### src/common/sdll_pkg.sv
// Shared constants and types for the serial converter load host controller.
package sdll_pkg;

  // Word format on the serial link.
  localparam int SDLL_WORD_BITS = 16;
  localparam int SDLL_BIT_CNT_W = 5;

  // Reference clock period and the fastest serial clock the converter accepts.
  localparam int SDLL_REF_PERIOD_NS   = 100;
  localparam int SDLL_SCLK_MAX_MHZ    = 25;
  localparam int SDLL_SCLK_MIN_PER_NS = 1000 / SDLL_SCLK_MAX_MHZ;

  // Least reference cycles per half serial clock period, rounded up, never below one.
  localparam int SDLL_MIN_HALF_RAW = (SDLL_SCLK_MIN_PER_NS + 2 * SDLL_REF_PERIOD_NS - 1) / (2 * SDLL_REF_PERIOD_NS);
  localparam int SDLL_MIN_HALF_CYC = (SDLL_MIN_HALF_RAW < 1) ? 1 : SDLL_MIN_HALF_RAW;

  // Divider counter width.
  localparam int SDLL_DIV_W = 16;

  // Pin levels after reset.
  localparam logic SDLL_SCLK_IDLE   = 1'b0;
  localparam logic SDLL_SELECT_IDLE = 1'b1;
  localparam logic SDLL_LOAD_IDLE   = 1'b1;

  // Transfer sequencer states.
  typedef enum logic [2:0] {
    SDLL_IDLE   = 3'b000,
    SDLL_LOWPH  = 3'b001,
    SDLL_HIGHPH = 3'b010,
    SDLL_DESEL  = 3'b011,
    SDLL_LOAD   = 3'b100,
    SDLL_FINISH = 3'b101
  } sdll_state_type;

endpackage

### src/logic/sdll_host.sv
// Host controller that frames words onto a serial-input converter and drives its load strobe.
//
// Contract
// - 16-bit words travel most significant bit first.
// - Host keeps serial clock at most 25 MHz.
// - Host holds load strobe high while shifting in asynchronous load mode; synchronous mode holds it low.
// - First load after power-up sends sixteen bits.
// - Short host words padded with low zeros.
`timescale 1ns/1ps
module sdll_host
  import sdll_pkg::*;
#(
  parameter int WORD_W   = 16,
  parameter int HALF_CYC = SDLL_MIN_HALF_CYC
) (
  // Clock and reset.
  input  wire logic              ref_clk,
  input  wire logic              resetn,
  // Word request from the user side.
  input  wire logic              req_valid,
  output logic                   req_ready,
  input  wire logic [WORD_W-1:0] req_data,
  input  wire logic              req_async_load,
  // Transfer status.
  output logic                   busy,
  output logic                   done,
  // Converter pins.
  output logic                   sclk,
  output logic                   sdata,
  output logic                   select_n,
  output logic                   converter_load_n
);

  // Refuse word widths and dividers the sequencer cannot serve.
  initial begin
    if (WORD_W < 1 || WORD_W > SDLL_WORD_BITS) begin
      $error("sdll_host: WORD_W must lie between 1 and the link word width");
    end
    if (HALF_CYC < SDLL_MIN_HALF_CYC) begin
      $error("sdll_host: HALF_CYC makes the serial clock too fast");
    end
  end

  localparam logic [SDLL_BIT_CNT_W-1:0] LAST_BIT = SDLL_BIT_CNT_W'(SDLL_WORD_BITS - 1);
  localparam int                        PAD_BITS = SDLL_WORD_BITS - WORD_W;

  sdll_state_type              state;
  logic [SDLL_WORD_BITS-1:0]   shift_word;
  logic [SDLL_WORD_BITS-1:0]   padded;
  logic [SDLL_BIT_CNT_W-1:0]   bit_count;
  logic                        async_mode;
  logic                        tick;
  logic                        take;

  // Serial clock pacing; the divider keeps the link at or below its top rate.
  sdll_tick #(
    .HALF_CYC (HALF_CYC)
  ) u_tick (
    .ref_clk (ref_clk),
    .resetn  (resetn),
    .run     (state != SDLL_IDLE),
    .tick    (tick)
  );

  // Short words are left-justified with zeros filling the low end.
  assign padded = SDLL_WORD_BITS'(req_data) << PAD_BITS;

  // A request is accepted only while no frame is in progress.
  assign req_ready = (state == SDLL_IDLE);
  assign take      = req_valid && req_ready;
  assign busy      = (state != SDLL_IDLE);

  // Transfer sequencer.
  always_ff @(posedge ref_clk) begin
    if (!resetn) begin
      state <= SDLL_IDLE;
    end else begin
      case (state)
        SDLL_IDLE: begin
          if (take) begin
            state <= SDLL_LOWPH;
          end
        end
        SDLL_LOWPH: begin
          if (tick) begin
            state <= SDLL_HIGHPH;
          end
        end
        SDLL_HIGHPH: begin
          if (tick) begin
            // Every frame carries the full word, so no stale bits reach the converter.
            if (bit_count == LAST_BIT) begin
              state <= SDLL_DESEL;
            end else begin
              state <= SDLL_LOWPH;
            end
          end
        end
        SDLL_DESEL: begin
          if (tick) begin
            state <= async_mode ? SDLL_LOAD : SDLL_FINISH;
          end
        end
        SDLL_LOAD: begin
          if (tick && !converter_load_n) begin
            state <= SDLL_FINISH;
          end
        end
        SDLL_FINISH: begin
          if (tick) begin
            state <= SDLL_IDLE;
          end
        end
        default: begin
          state <= SDLL_IDLE;
        end
      endcase
    end
  end

  // Load mode is captured with each word.
  always_ff @(posedge ref_clk) begin
    if (!resetn) begin
      async_mode <= 1'b0;
    end else if (take) begin
      async_mode <= req_async_load;
    end
  end

  // Word shifter; the most significant bit leaves first.
  always_ff @(posedge ref_clk) begin
    if (!resetn) begin
      shift_word <= '0;
    end else if (take) begin
      shift_word <= padded;
    end else if (state == SDLL_HIGHPH && tick && bit_count != LAST_BIT) begin
      shift_word <= {shift_word[SDLL_WORD_BITS-2:0], 1'b0};
    end
  end

  // Data pin changes only while the serial clock is low, ahead of each rising edge.
  always_ff @(posedge ref_clk) begin
    if (!resetn) begin
      sdata <= 1'b0;
    end else if (take) begin
      sdata <= padded[SDLL_WORD_BITS-1];
    end else if (state == SDLL_HIGHPH && tick && bit_count != LAST_BIT) begin
      sdata <= shift_word[SDLL_WORD_BITS-2];
    end
  end

  // Bits sent so far in this frame.
  always_ff @(posedge ref_clk) begin
    if (!resetn) begin
      bit_count <= '0;
    end else if (take) begin
      bit_count <= '0;
    end else if (state == SDLL_HIGHPH && tick) begin
      bit_count <= bit_count + SDLL_BIT_CNT_W'(1);
    end
  end

  // Serial clock rises once per bit and idles low outside frames.
  always_ff @(posedge ref_clk) begin
    if (!resetn) begin
      sclk <= SDLL_SCLK_IDLE;
    end else if (state == SDLL_LOWPH && tick) begin
      sclk <= 1'b1;
    end else if (state == SDLL_HIGHPH && tick) begin
      sclk <= 1'b0;
    end
  end

  // Select frames exactly sixteen rising edges; its rise ends the frame.
  always_ff @(posedge ref_clk) begin
    if (!resetn) begin
      select_n <= SDLL_SELECT_IDLE;
    end else if (take) begin
      select_n <= 1'b0;
    end else if (state == SDLL_DESEL && tick) begin
      select_n <= 1'b1;
    end
  end

  // Load strobe: held low in synchronous mode, pulsed after select rises otherwise.
  // A strobe that falls while select is still high would copy a stale input register,
  // so a switch to synchronous mode lowers it only once select is already low.
  always_ff @(posedge ref_clk) begin
    if (!resetn) begin
      converter_load_n <= SDLL_LOAD_IDLE;
    end else if (take) begin
      converter_load_n <= converter_load_n | req_async_load;
    end else if (state == SDLL_LOWPH && !async_mode) begin
      converter_load_n <= 1'b0;
    end else if (state == SDLL_LOAD && tick) begin
      converter_load_n <= !converter_load_n;
    end
  end

  // Completion pulse once the frame and any load pulse are over.
  always_ff @(posedge ref_clk) begin
    if (!resetn) begin
      done <= 1'b0;
    end else begin
      done <= (state == SDLL_FINISH) && tick;
    end
  end

endmodule

### src/logic/sdll_tick.sv
// Half-period tick generator that paces the serial clock made by the host.
`timescale 1ns/1ps
module sdll_tick
  import sdll_pkg::*;
#(
  parameter int HALF_CYC = 1
) (
  // Clock and reset.
  input  wire logic ref_clk,
  input  wire logic resetn,
  // Control and tick.
  input  wire logic run,
  output logic      tick
);

  // Refuse a divider that the counter cannot hold or that would be zero.
  initial begin
    if (HALF_CYC < 1 || HALF_CYC >= (1 << SDLL_DIV_W)) begin
      $error("sdll_tick: HALF_CYC out of range");
    end
  end

  localparam logic [SDLL_DIV_W-1:0] LAST = SDLL_DIV_W'(HALF_CYC - 1);

  logic [SDLL_DIV_W-1:0] count;

  // Counts reference cycles while running and restarts whenever stopped.
  always_ff @(posedge ref_clk) begin
    if (!resetn || !run) begin
      count <= '0;
    end else if (count == LAST) begin
      count <= '0;
    end else begin
      count <= count + SDLL_DIV_W'(1);
    end
  end

  // One tick per half serial period.
  assign tick = run && (count == LAST);

endmodule

### config.mk
export PLATFORM = sky130hd
export DESIGN_NAME = sdll_host
export DESIGN_NICKNAME = d
export VERILOG_FILES = /design/src/common/sdll_pkg.sv /design/src/logic/sdll_host.sv /design/src/logic/sdll_tick.sv
export SDC_FILE = /design/constraint.sdc
export NUM_CORES = 1
export LEC_CHECK = 0
export BUFFER_PORTS_ARGS = -buffer_cell sky130_fd_sc_hd__buf_2
export CAP_MARGIN = 20
export CORE_MARGIN = 4
export CORE_UTILIZATION = 60
export CTS_CLUSTER_DIAMETER = 80
export CTS_CLUSTER_SIZE = 20
export DETAILED_ROUTE_END_ITERATION = 7
export PLACE_DENSITY = 0.87
export RECOVER_POWER = 50
export SETUP_SLACK_MARGIN = 0.2
export SLEW_MARGIN = 10
export SYNTH_ARGS = -nofsm -noshare
export SYNTH_HDL_FRONTEND = slang
export SYNTH_SLANG_ARGS = --single-unit
### constraint.sdc
create_clock -name ref_clk -period 3.05 [get_ports ref_clk]
set_input_delay 0.305 -clock ref_clk [delete_from_list [all_inputs] [get_ports ref_clk]]
set_output_delay 0.305 -clock ref_clk [all_outputs]
set_load 0.02 [all_outputs]
---- Word level (Yosys, flattened, before mapping) ----
Index checks and enable logic that the tools add are counted.
cells by class
  equality and inequality tests ........... 13
  muxes and demuxes ....................... 20
  add/subtract/negate cells ............... 2
  bitwise logic cells ..................... 2
  reduce and logical (&&, ||, !) cells .... 25
operators with widths
  cell                   count
  $mux 15                2
  $mux 3                 6
  $pmux 3 s6             1
  $add 16x1->16 const B  1
  $logic_not 16->1       1
  $logic_and 1x1->1      10
  $mux 1                 10
  $ne 2x2->1 const B     5
  $eq 3x2->1 const B     2
  $eq 3x3->1 const B     2
  $reduce_and 6->1       1
  $reduce_bool 2->1      3
  $reduce_bool 3->1      2
  $add 5x1->5 const B    1
  $eq 5x4->1 const B     1
  $ne 5x4->1 const B     1
  $logic_not 1->1        4
  $reduce_or 2->1        2
  $eq 3x1->1 const B     1
  $logic_not 3->1        1
  $mux 2                 1
  $ne 2x1->1 const B     1
  $logic_or 1x1->1       1
  $not 1->1              1
  $or 1x1->1             1
storage, ports and cells
  register bits after elaboration ......... 45
  output and inout port bits .............. 7
  word-level logic and storage cells ...... 72
  input port bits ......................... 20

---- Depth between registers and ports, before layout ----
Gate-level depths: netlist of run 1.
  depth in word-level cells ............... 6
  depth in mapped cells ................... 9
  mapped depth without buffers ............ 6

---- Hierarchy ----
From an unflattened synthesis of run 1, not the netlist that was laid out.
unflattened totals
  cell total of the unflattened synthesis .. 243
  area total of the unflattened synthesis .. 2147.1 µm²
modules (own cells, without submodules)
  module     cells each  seq. area each (µm²)  instances  area an instance (µm²)
  sdll_host  157         580.6                 1          1385.1
  sdll_tick  86          320.3                 1          762.0

---- Least setup slack after synthesis of run 1 ----
Ideal clock, no wire load.
  path kind ............................... register -> register
  start ................................... register state[2]
  end ..................................... register u_tick.count[10]
  period minus slack after synthesis ...... 2060 ps
  stages on the path, launching flop included .. 7
  path slack .............................. 990 ps
  arrival time ............................ 1942 ps
  path buffers ............................ 2
  library setup time ...................... 117 ps
  data required time ...................... 2933 ps
  cell sequence ........................... dfxtp_1 > buf_2 > nor3_1 > inv_1 > nand3_1 > buf_2 > nor2_1
on the way
  word-level cells in the longest chain between the ends .. 4
ends and longest elaborated chain
  item                              RTL line          text
  start, declared                   sdll_host.sv:47   sdll_state_type state;
  start signal, assigned            sdll_host.sv:101  state <= async_mode ? SDLL_LOAD : SDLL_FINISH;
  $reduce_bool 3->1                 -
  named net busy                    sdll_host.sv:25   output logic busy,
  $logic_not 1->1                   sdll_tick.sv:29   if (!resetn || !run) begin
  $logic_or 1x1->1                  sdll_tick.sv:29
  $reduce_or 2->1 (no source line)  -
  end signal, assigned              sdll_tick.sv:34   count <= count + SDLL_DIV_W'(1);
  end, declared                     sdll_tick.sv:25   logic [SDLL_DIV_W-1:0] count;
The timed path passes the listed nets, and every way through them passes these cells.
A chain may end at the register's enable or synchronous reset.

---- Final worst setup path of run 1 ----
  start ................................... register bit_count[0]
  end ..................................... register shift_word[9]
on the way
  word-level cells in the longest chain between the ends .. 3
ends and longest elaborated chain
  item                                RTL line          text
  start, declared                     sdll_host.sv:50   logic [SDLL_BIT_CNT_W-1:0] bit_count;
  start signal, assigned              sdll_host.sv:159  bit_count <= bit_count + SDLL_BIT_CNT_W'(1);
  $ne 5x4->1                          sdll_host.sv:136  end else if (state == SDLL_HIGHPH && tick && bit_count != LAST_BIT) begin
  $logic_and 1x1->1                   sdll_host.sv:136
  $reduce_bool 2->1 (no source line)  -
  end signal, assigned                sdll_host.sv:135  shift_word <= padded;
  end signal, assigned                sdll_host.sv:137  shift_word <= {shift_word[SDLL_WORD_BITS-2:0], 1'b0};
  end, declared                       sdll_host.sv:48   logic [SDLL_WORD_BITS-1:0] shift_word;
No other way between the ends.

==> results of run 1 <==
-- worst min-delay path: stages --
cell and delay [ns]:
buf_2 0.07, nand2_1 0.04, o211ai_1 0.07
-- cells in the final DEF (no fill, tap or decap), drive strengths merged, types with 3 or more instances in the layout --
cell | synthesis | routed
inv | 12 | 12
nor2 | 27 | 27
a211o | 3 | 3
dfxtp | 45 | 45
nor3 | 7 | 7
buf | 10 | 21
ha | 4 | 4
nor4 | 5 | 5
o211ai | 15 | 15
a21oi | 10 | 10
nor2b | 3 | 3
clkbuf | 7 | 14
nand3 | 10 | 10
and4 | 3 | 3
nor4b | 3 | 3
nand2 | 37 | 37
xnor2 | 13 | 13
nand4 | 20 | 20
o21ai | 5 | 5
-- cell families after synthesis --
| logic type | count (synthesis) | synth area share [%] |
|---|---|---|
| and+or+nand+nor | 126 | 31.1 |
| xor gates and xnor gates | 14 | 5.64 |
| DFF | 45 | 41.4 |
| AOI/OAI and AO/OA | 41 | 12.8 |
| buffers and inverters | 29 | 6.38 |
| muxes | 1 | 0.460 |
| adders and majority gates | 4 | 2.30 |
-- power groups by stage --
stage / Clock, mW / Sequential (mW) / Combinational, mW
after floorplan: 0 / 0.653 / 0.0950
after global placement: 0 / 0.655 / 0.129
after detailed placement: 0 / 0.655 / 0.133
after CTS: 0.370 / 0.642 / 0.133
after global routing: 0.395 / 0.647 / 0.144
final: 0.362 / 0.642 / 0.127
-- worst min-delay path by stage --
stage,from,end,slack (ns)
detailed placement,select_n,select_n,0.47
global placement,u_tick.count[0],u_tick.count[0],0.46
global route,req_data[15],sdata,0.15
finish,req_data[4],shift_word[4],0.16
floorplan,req_data[15],sdata,0.43
CTS,req_data[4],shift_word[4],0.15
-- layout make-up --
type                            instances  area [um^2]  area share, %
Sequential cell                        45          901           38.5
Inverter                               12         45.0           1.93
Multi-Input combinational cell        186         1110           47.7
Clock inverter                          2         38.8           1.66
Clock buffer                            6         41.3           1.77
Timing Repair Buffer                   29          140           5.99
Tap cell                               46         57.6           2.46
-- state kept, by name, summed over array words and instances, names as in the netlist --
signal            cells
done                  1
bit_count             5
shift_word           15
converter_load_n      1
sclk                  1
state                 3
sdata                 1
async_mode            1
u_tick.count         16
select_n              1
-- metal layers --
| metal | track usage [%] | vias up | part of all wire [%] | routed length (um) |
|---|---|---|---|---|
| li1 | - | 957 | - | - |
| met1 | 27.6 | 830 | 49 | 2070 |
| met2 | 33.6 | 36 | 45 | 1940 |
| met3 | 4.27 | 9 | 4.4 | 190 |
| met4 | 7.20 | 0 | 1.6 | 68 |
| met5 | 0 | - | 0 | 0 |
-- stage by stage --
step	hold slack (ns)	total power, mW	instances	instance area (um^2)	utilization, %
2_1_floorplan	0.431	0.748	260	2180	-
4_1_cts	0.152	1.15	326	2370	69.5
3_5_place_dp	0.468	0.788	318	2290	67.1
5_1_grt	0.151	1.19	326	2340	68.5
3_3_place_gp	0.457	0.784	318	2290	67.1
6_report	0.155	1.13	326	2340	68.5
==> reports/qor.yml, run 1 <==
setup_path:
  required_ns: 3.28
  crit_top_cell: "ha_1"
  cp-end-kind: "flop"
  critPathCapture: "shift_word[9]"
  path_delay_family: "simple AND/OR/NAND/NOR gates"
  cp_slowest_cell: "and2_0"
  critical-path-max-stage-delay_ns: 0.64
  cp_max_fo: 17
  cp-start-kind: "flop"
  cp.depth: 7
  crit_buf_inv: 1
  r2r-start: "bit_count[0]"
  worst_r2r_path_depth: 7
  r2r-end: "shift_word[9]"
  critPathLaunch: "bit_count[0]"
  path_class: "reg2reg"
  cp.arrival_ns: 2.59
  path_cells: "ha_1, and3_1, ha_1, nor4b_2, buf_4, and2_0, o211ai_1"
  rrSetupSlack_ns: 0.69
placed_design:
  dp_hpwl_um: 2940
  port_buffers: 26
  place.gp.congestion: 0.785
  dp_slack_ns: 0.699
logic_synthesis:
  synthTopCellsByCount: "dfxtp_1 (45), nand2_1 (37), nor2_1 (27)"
  syn_area_um2: 2180
  synth-edff-count: 0
  syn-mean-instance-area_um2: 8.37
  synthArstFlopShare_pct: 0
  synth_top_cells_by_area: "dfxtp_1 (41%), nand2_1 (6.4%), nand4_1 (5.5%)"
  synthCells: 260
  seq_area_frac_synth_pct: 41.4
  yosysTopAreaCell: "dfxtp_1"
  synth-seq-cells: 45
  synth.distinct_cells: 41
  synth_top_cell_area_share_pct: 41.4
  synth_ff_type: "dfxtp_1"
  yosys_warnings: 0
  syn-num-nets: 284
  synth_most_common_cell: "dfxtp_1"
timing:
  slew_viol_final: 0
  fin_crit_ns: 2.36
  hold_viol_final: 0
  period_share_pct: 77.4
  final.setup.tns_ns: 0
  slew_headroom_pct: 33.0
  worst_slack_ns: 0.689
  finClkSkew_ns: 0.0164
  max_freq_mhz: 423
  tightest_slew_ns: 1.01
  setup_viol_count_final: 0
  rsz0062_at_grt: "false"
drt:
  ant_nets: 0
  drc_errors: 0
  via_per_inst: 5.62
  drt_wl_total_um: 4270
  drt-initial-drc-count: 180
  num_vias: 1832
  first_pass_iters: 4
  wire_per_inst_um: 13.1
worst_hold_path:
  hold-path-cell-count: 3
  hp-class: "in2reg"
die:
  dieArea_um2: 4650
  num_rows: 21
  start_util_pct: 63.7
  coreArea_um2: 3420
  die_h_um: 68.2
  die_x_um: 68.2
  ios: 27
layout:
  fillCellCount: 296
  num_antenna_cells: 0
  area_growth_pct: 7.48
  drive_gt1_share_pct: 12.5
  nets: 303
clock_tree:
  post_cts_buffers: 0
  cts_sinks: 45
  clk_path_buf_depth: 2
  numCtsBuffers: 5
  cts_tree: "built"
  htreeDepth: 2
  clk-insertion-delay-late_ns: 0.36
  ctsHoldBuffers: 0
  cts-root-buf: "clkbuf_4"
  clkSlewWorstSetupHoldPaths_ns: 0.14
  post_cts_resized: 0
global_route:
  grt_pass1_vias: 1733
  grt_start_max_net_pins: 31
  overflow: 0
  antenna_found_initial: 0
  grt_pass1_wl_um: 7530
  grt_util_all_layers_pct: 20.8
power_and_ir_drop:
  p_per_area_nw_per_um2: 484
  p_switching_mw: 0.292
  clkPwrFrac_pct: 32.0
  vdd_drop_max_mv: 0.416
  p_leak_nw: 0.769
  pwr-share-seq_pct: 56.7
  p_sw_share_pct: 25.8
  p_int_mw: 0.839
  comb_power_share_pct: 11.3
status:
  outcome: "finished, final reports clean"
job:
  max_cap_violations: 0
(Power assumes the default switching activity.)
==> run 2: changes to the inputs <==
--- a/config.mk
+++ b/config.mk
@@ -8,11 +8,11 @@
 export BUFFER_PORTS_ARGS = -buffer_cell sky130_fd_sc_hd__buf_2
 export CAP_MARGIN = 20
 export CORE_MARGIN = 4
-export CORE_UTILIZATION = 60
+export CORE_UTILIZATION = 57
 export CTS_CLUSTER_DIAMETER = 80
 export CTS_CLUSTER_SIZE = 20
 export DETAILED_ROUTE_END_ITERATION = 7
-export PLACE_DENSITY = 0.87
+export PLACE_DENSITY = 0.84
 export RECOVER_POWER = 50
 export SETUP_SLACK_MARGIN = 0.2
 export SLEW_MARGIN = 10
==> constraint.sdc (replaced) <==
create_clock -name ref_clk -period 2.3 [get_ports ref_clk]
set_input_delay 0.23 -clock ref_clk [delete_from_list [all_inputs] [get_ports ref_clk]]
set_output_delay 0.23 -clock ref_clk [all_outputs]
set_load 0.02 [all_outputs]
==> reports/qor.yml, run 2 (synthesis gave the netlist of run 1 again) <==
layout:
  largest_reg_flops: 16  # unchanged
  num_antenna_cells: 0  # unchanged
  regMostFlops: "u_tick.count"  # unchanged
  nets: 305  # was 303
  drive_gt1_share_pct: 13.8  # was 12.5%
  final_util_pct: 64.5  # was 68.5%
  final_area_um2: 2380  # was 2340 um^2
  final_common_cell: "dfxtp_1"  # unchanged
  top_regs: "u_tick.count x16, shift_word x15, bit_count x5"  # unchanged
  fin_cells: 330  # was 326
  final_cell_mix: "dfxtp_1 (45), nand2_1 (37), nor2_1 (27), buf_2 (20), nand4_1 (19)"  # was dfxtp_1 (45), nand2_1 (37), nor2_1 (27), nand4_1 (20), buf_2 (19)
  area_growth_pct: 9.26  # was 7.48%
drt:
  first_pass_iters: 4  # unchanged
  num_vias: 1903  # was 1,832
  wire_per_inst_um: 13.2  # was 13.1 um
  drc_errors: 0  # unchanged
  via_per_inst: 5.77  # was 5.62
  drt_wl_total_um: 4340  # was 4270 um
  drt-initial-drc-count: 186  # was 180
  ant_nets: 0  # unchanged
global_route:
  grt_pass1_wl_um: 7500  # was 7530 um
  antenna_found_initial: 0  # unchanged
  overflow: 0  # unchanged
  grt_util_all_layers_pct: 19.0  # was 20.8%
  grt_pass1_vias: 1660  # was 1,733
  grt_start_max_net_pins: 32  # was 31
power_and_ir_drop:
  p_per_area_nw_per_um2: 631  # was 484 nW/um^2
  p_int_mw: 1.10  # was 0.839 mW
  vdd_drop_max_mv: 0.528  # was 0.416 mV
  p_total_mw: 1.50  # was 1.13 mW
  p_switching_mw: 0.404  # was 0.292 mW
  pwr-share-seq_pct: 56.8  # was 56.7%
  p_leak_nw: 0.791  # was 0.769 nW
  clkPwrFrac_pct: 31.5  # was 32.0%
  comb_power_share_pct: 11.8  # was 11.3%
  p_sw_share_pct: 26.9  # was 25.8%
clock_tree:
  ctsHoldBuffers: 0  # unchanged
  clk_path_buf_depth: 2  # unchanged
  clk-insertion-delay-late_ns: 0.30  # was 0.36 ns
  post_cts_buffers: 0  # unchanged
  cts_tree: "built"  # unchanged
  cts-root-buf: "clkbuf_8"  # was clkbuf_4
  cts_sinks: 45  # unchanged
  htreeDepth: 2  # unchanged
  numCtsBuffers: 5  # unchanged
  clkSlewWorstSetupHoldPaths_ns: 0.08  # was 0.14 ns
die:
  dieArea_um2: 4870  # was 4650 um^2
  ios: 27  # unchanged
  die_h_um: 69.8  # was 68.2 um
  start_util_pct: 59.0  # was 63.7%
  coreArea_um2: 3690  # was 3420 um^2
  die_x_um: 69.8  # was 68.2 um
  num_rows: 22  # was 21
timing:
  max_freq_mhz: 511  # was 423 MHz
  slew_viol_final: 0  # unchanged
  fin_crit_ns: 1.96  # was 2.36 ns
  slew_headroom_pct: 62.1  # was 33.0%
  tightest_slew_ns: 0.568  # was 1.01 ns
  setup_viol_count_final: 0  # unchanged
  period_share_pct: 85.0  # was 77.4%
  rsz0062_at_grt: "true"  # was false
  hold_viol_final: 0  # unchanged
  final.setup.tns_ns: 0  # unchanged
  finClkSkew_ns: 0.00750  # was 0.0164 ns
setup_path:
  required_ns: 2.54  # was 3.28 ns
  cp-start-kind: "flop"  # unchanged
  worst_r2r_path_depth: 6  # was 7
  cp_max_fo: 15  # was 17
  path_class: "reg2reg"  # unchanged
  rrSetupSlack_ns: 0.34  # was 0.69 ns
  cp.arrival_ns: 2.20  # was 2.59 ns
  cp-end-kind: "flop"  # unchanged
placed_design:
  place.gp.congestion: 0.763  # was 0.785
  dp_cells: 322  # was 318
  dp_hpwl_um: 2960  # was 2940 um
  port_buffers: 26  # unchanged
  placed_area_um2: 2310  # was 2290 um^2
status:
  outcome: "finished, final reports clean"  # unchanged
worst_hold_path:
  hp-class: "in2reg"  # unchanged
  hold-path-cell-count: 3  # unchanged
job:
  max_cap_violations: 0  # unchanged
## run 2: path summary, 6_finish.rpt
check / startpoint / to
setup / recovery: u_tick.count[0] / bit_count[3]
hold / removal: req_data[15] / sdata
setup reg to reg: u_tick.count[0] / bit_count[3]
hold reg to reg: shift_word[11] / shift_word[11]
## run 2: through the flow
stage | setup slack, ns | hold WS [ns]
6_report | 0.344 | 0.144
5_1_grt | 0.160 | 0.148
3_3_place_gp | 0.453 | 0.446
3_5_place_dp | 0.335 | 0.457
4_1_cts | 0.336 | 0.136
2_1_floorplan | 0.240 | 0.356
## run 2: worst max-delay path, cell delays in order (launching register included)
cell and delay, ns:
dfxtp_1 0.35, inv_1 0.07, ha_1 0.13, nor4b_2 0.27, nand4_2 0.33, or4_1 0.60
a21oi_1 0.14
## run 2: layer usage
layer	global-route usage [%]	vias to the layer above	part of all wire, %
met5	0	-	0
met4	8.94	0	2.1
met3	5.94	8	5.5
met2	29.0	47	45
met1	24.3	882	47
li1	-	966	-
## run 2: power by group through the flow
stage	Combinational, mW	Sequential, mW	Clock [mW]
detailed placement	0.182	0.869	0
global route	0.198	0.859	0.515
global placement	0.180	0.868	0
floorplan	0.126	0.866	0
CTS	0.183	0.851	0.485
finish	0.177	0.852	0.472
## run 2: cell type report
type	count	area, um^2
fill	337	1310
multi-input combinational	186	1130
sequential	45	901
timing repair buffer	31	154
clock buffer	6	72.6
tap	48	60.1
inverter	12	45.0
clock inverter	2	10.0
## run 2: timing repair
item / 4_1_cts / 5_1_grt
endpoints found under the setup margin: 0 / 11
hold endpoints to repair: 0 / 0
resized for setup: 0 / 1
==> run 3: changes to the inputs <==
--- a/config.mk
+++ b/config.mk
@@ -5,15 +5,15 @@
 export SDC_FILE = /design/constraint.sdc
 export NUM_CORES = 1
 export LEC_CHECK = 0
+export ABC_AREA = 1
 export BUFFER_PORTS_ARGS = -buffer_cell sky130_fd_sc_hd__buf_2
 export CAP_MARGIN = 20
 export CORE_MARGIN = 4
-export CORE_UTILIZATION = 57
+export CORE_UTILIZATION = 58
 export CTS_CLUSTER_DIAMETER = 80
 export CTS_CLUSTER_SIZE = 20
 export DETAILED_ROUTE_END_ITERATION = 7
 export PLACE_DENSITY = 0.84
-export RECOVER_POWER = 50
 export SETUP_SLACK_MARGIN = 0.2
 export SLEW_MARGIN = 10
 export SYNTH_ARGS = -nofsm -noshare
==> constraint.sdc (replaced) <==
create_clock -name ref_clk -period 1.8 [get_ports ref_clk]
set_input_delay 0.18 -clock ref_clk [delete_from_list [all_inputs] [get_ports ref_clk]]
set_output_delay 0.18 -clock ref_clk [all_outputs]
set_load 0.02 [all_outputs]
==> reports/qor.yml, run 3 <==
status:
  outcome: "finished, final reports clean"  # unchanged
layout:
  regMostFlops: "u_tick.count"  # unchanged
  final_common_cell: "nand2_1"  # was dfxtp_1
  num_antenna_cells: 0  # unchanged
  largest_reg_flops: 16  # unchanged
  fin_cells: 490  # was 330
  nets: 463  # was 305
  final_cell_mix: "nand2_1 (126), nor2_1 (51), inv_1 (45), dfxtp_1 (39), buf_2 (26)"  # was dfxtp_1 (45), nand2_1 (37), nor2_1 (27), buf_2 (20), nand4_1 (19)
  fillCellCount: 331  # was 337
  area_growth_pct: 21.6  # was 9.26%
  drive_gt1_share_pct: 23.4  # was 13.8%
  top_regs: "u_tick.count x16, shift_word x15, bit_count x5"  # unchanged
  final_area_um2: 3080  # was 2380 um^2
timing:
  tightest_slew_ns: 0.343  # was 0.568 ns
  slew_viol_final: 0  # unchanged
  hold_viol_final: 0  # unchanged
  slew_headroom_pct: 77.1  # was 62.1%
  max_freq_mhz: 593  # was 511 MHz
  worst_slack_ns: 0.114  # was 0.344 ns
  period_share_pct: 93.6  # was 85.0%
  finClkSkew_ns: 0.00551  # was 0.00750 ns
  rsz0062_at_grt: "true"  # unchanged
  setup_viol_count_final: 0  # unchanged
  fin_crit_ns: 1.69  # was 1.96 ns
  final.setup.tns_ns: 0  # unchanged
setup_path:
  cp_slowest_cell: "dfxtp_2"  # was or4_1
  critical-path-max-stage-delay_ns: 0.37  # was 0.60 ns
  r2r-start: "bit_count[0]"  # was u_tick.count[0]
  critPathCapture: "shift_word[12]"  # was bit_count[3]
  required_ns: 2.00  # was 2.54 ns
  r2r-end: "shift_word[12]"  # was bit_count[3]
  cp_max_fo: 8  # was 15
  cp-end-kind: "flop"  # unchanged
  path_class: "reg2reg"  # unchanged
  worst_r2r_path_depth: 11  # was 6
  critPathLaunch: "bit_count[0]"  # was u_tick.count[0]
  rrSetupSlack_ns: 0.11  # was 0.34 ns
  cp-start-kind: "flop"  # unchanged
  path_cells: "ha_4, nand2_2, nor2_2, ha_2, inv_2, nand4_1, nand2_2, buf_6, buf_16, nor2_2, nor2_2"  # was inv_1, ha_1, nor4b_2, nand4_2, or4_1, a21oi_1
  crit_top_cell: "nor2_2"
  cp.arrival_ns: 1.89  # was 2.20 ns
logic_synthesis:
  synth_top_cell_area_share_pct: 35.6  # was 41.4%
  synth_ff_type: "dfxtp_1"  # unchanged
  synth-seq-cells: 45  # unchanged
  syn-mean-instance-area_um2: 6.30  # was 8.37 um^2
  synth_top_cells_by_area: "dfxtp_1 (36%), nand2_1 (20%), nor2_1 (11%)"  # was dfxtp_1 (41%), nand2_1 (6.4%), nand4_1 (5.5%)
  synthTopCellsByCount: "nand2_1 (134), nor2_1 (71), inv_1 (47)"  # was dfxtp_1 (45), nand2_1 (37), nor2_1 (27)
  synth-edff-count: 0  # unchanged
  yosysTopAreaCell: "dfxtp_1"  # unchanged
  syn_area_um2: 2530  # was 2180 um^2
  synthArstFlopShare_pct: 0  # unchanged
  synth.distinct_cells: 30  # was 41
  yosys_warnings: 0  # unchanged
  synthCells: 402  # was 260
  synth_most_common_cell: "nand2_1"  # was dfxtp_1
  syn-num-nets: 426  # was 284
  seq_area_frac_synth_pct: 35.6  # was 41.4%
global_route:
  grt_pass1_vias: 2204  # was 1,660
  grt_pass1_wl_um: 9790  # was 7500 um
  use_met3_pct: 3.92  # was 5.94%
  grt_start_max_net_pins: 24  # was 32
  antenna_found_initial: 0  # unchanged
  use_met1_pct: 27.5  # was 24.3%
  grt_util_all_layers_pct: 22.5  # was 19.0%
  met2_usage_pct: 40.7  # was 29.0%
  gr-max-usage-layer: "met2"  # unchanged
  overflow: 0  # unchanged
placed_design:
  place.gp.congestion: 0.931  # was 0.763
  dp_cells: 474  # was 322
  dp_hpwl_um: 3820  # was 2960 um
  dp_slack_ns: 0.176  # was 0.335 ns
  port_buffers: 26  # unchanged
  placed_area_um2: 2700  # was 2310 um^2
clock_tree:
  clkSlewWorstSetupHoldPaths_ns: 0.09  # was 0.08 ns
  numCtsBuffers: 5  # unchanged
  htreeDepth: 2  # unchanged
  clk-insertion-delay-late_ns: 0.30  # about the same
  clk_path_buf_depth: 2  # unchanged
  cts_sinks: 45  # unchanged
  ctsHoldBuffers: 0  # unchanged
  cts_tree: "built"  # unchanged
  cts-root-buf: "clkbuf_8"  # unchanged
die:
  coreArea_um2: 4120  # was 3690 um^2
  start_util_pct: 61.5  # was 59.0%
  ios: 27  # unchanged
  num_rows: 23  # was 22
  dieArea_um2: 5480  # was 4870 um^2
  die_x_um: 74.1  # was 69.8 um
  die_h_um: 74.1  # was 69.8 um
job:
  max_cap_violations: 0  # unchanged
drt:
  num_vias: 2544  # was 1,903
  drt_wl_total_um: 6000  # was 4340 um
  wire_per_inst_um: 12.2  # was 13.2 um
  drt-initial-drc-count: 182  # was 186
  drc_errors: 0  # unchanged
  via_per_inst: 5.19  # was 5.77
  ant_nets: 0  # unchanged
  first_pass_iters: 4  # unchanged
worst_hold_path:
  hp-class: "in2reg"  # unchanged
power_and_ir_drop:
  p_leak_nw: 1.45  # was 0.791 nW
  p_total_mw: 4.25  # was 1.50 mW
  p_per_area_nw_per_um2: 1380  # was 631 nW/um^2
  vdd_drop_max_mv: 0.982  # was 0.528 mV
==> run 3: cell types whose count changed in the layout (fill, tap and decap cells not counted), moves of 13 or more <==
cell | before | now
nand2_1 | 37 | 126
inv_1 | 12 | 45
nor2_1 | 27 | 51
nor2_2 | 0 | 19
o211ai_1 | 15 | 0
xnor2_1 | 13 | 0
==> run 3: logic make-up after synthesis <==
group           Yosys count  synth area share (%)
simple gates            262                  44.9
fa+ha+maj                 4                  1.98
flops                    45                  35.6
buf+inv                  62                  11.4
xor+xnor                  1                 0.346
compound gates           28                  5.83
==> run 3: stage by stage <==
step / hold slack (ns) / utilization [%]
final: 0.129 / 74.8
after floorplan: 0.318 / -
after detailed placement: 0.449 / 65.6
after global placement: 0.440 / 65.6
after global routing: 0.141 / 74.8
after CTS: 0.127 / 73.1
==> run 3: routing by layer <==
metal  share of wire (%)  wire length (um)
met1                  42              2510
met2                  52              3100
met3                 5.3               321
met4                 1.1                66
met5                   0                 0
==> run 3: report_power, final <==
| group | leakage [nW] | total [mW] | internal [mW] | switching [mW] |
|---|---|---|---|---|
| Combinational | 1.02 | 2.02 | 0.873 | 1.14 |
| Sequential | 0.370 | 1.43 | 1.22 | 0.210 |
| Clock | 0.0585 | 0.804 | 0.453 | 0.351 |
| Total | 1.45 | 4.25 | 2.55 | 1.71 |
==> run 3: repair_timing <==
item,4_1_cts,5_1_grt
hold endpoints to repair,0,0
pin swaps,4,8
buffers inserted,5,0
resized for setup,26,26
cloned,3,0
endpoints found under the setup margin,16,24
==> run 3: worst max-delay path: cells and delay by family, from the launching register on <==
family | cells | cell delay (ns)
adders and majority gates | 2 | 0.32
buffers and inverters | 3 | 0.34
DFF | 1 | 0.37
and+or+nand+nor | 6 | 0.56
==> run 3: layout make-up <==
cell class	instances	area (um^2)	share of cell area, %
Clock inverter	1	30.0	0.976
Clock buffer	7	86.3	2.80
Timing Repair Buffer	42	334	10.9
Inverter	50	190	6.18
Sequential cell	45	908	29.5
Tap cell	50	62.6	2.03
Multi-Input combinational cell	295	1470	47.6
==> run 3: how the worst min path moves through the flow <==
stage	startpoint	depth (start not counted)	to
floorplan	resetn	2	async_mode
global placement	req_data[0]	3	shift_word[0]
detailed placement	req_data[0]	3	shift_word[0]
CTS	req_data[0]	3	shift_word[0]
global route	req_data[0]	3	shift_word[0]
finish	req_data[0]	3	shift_word[0]
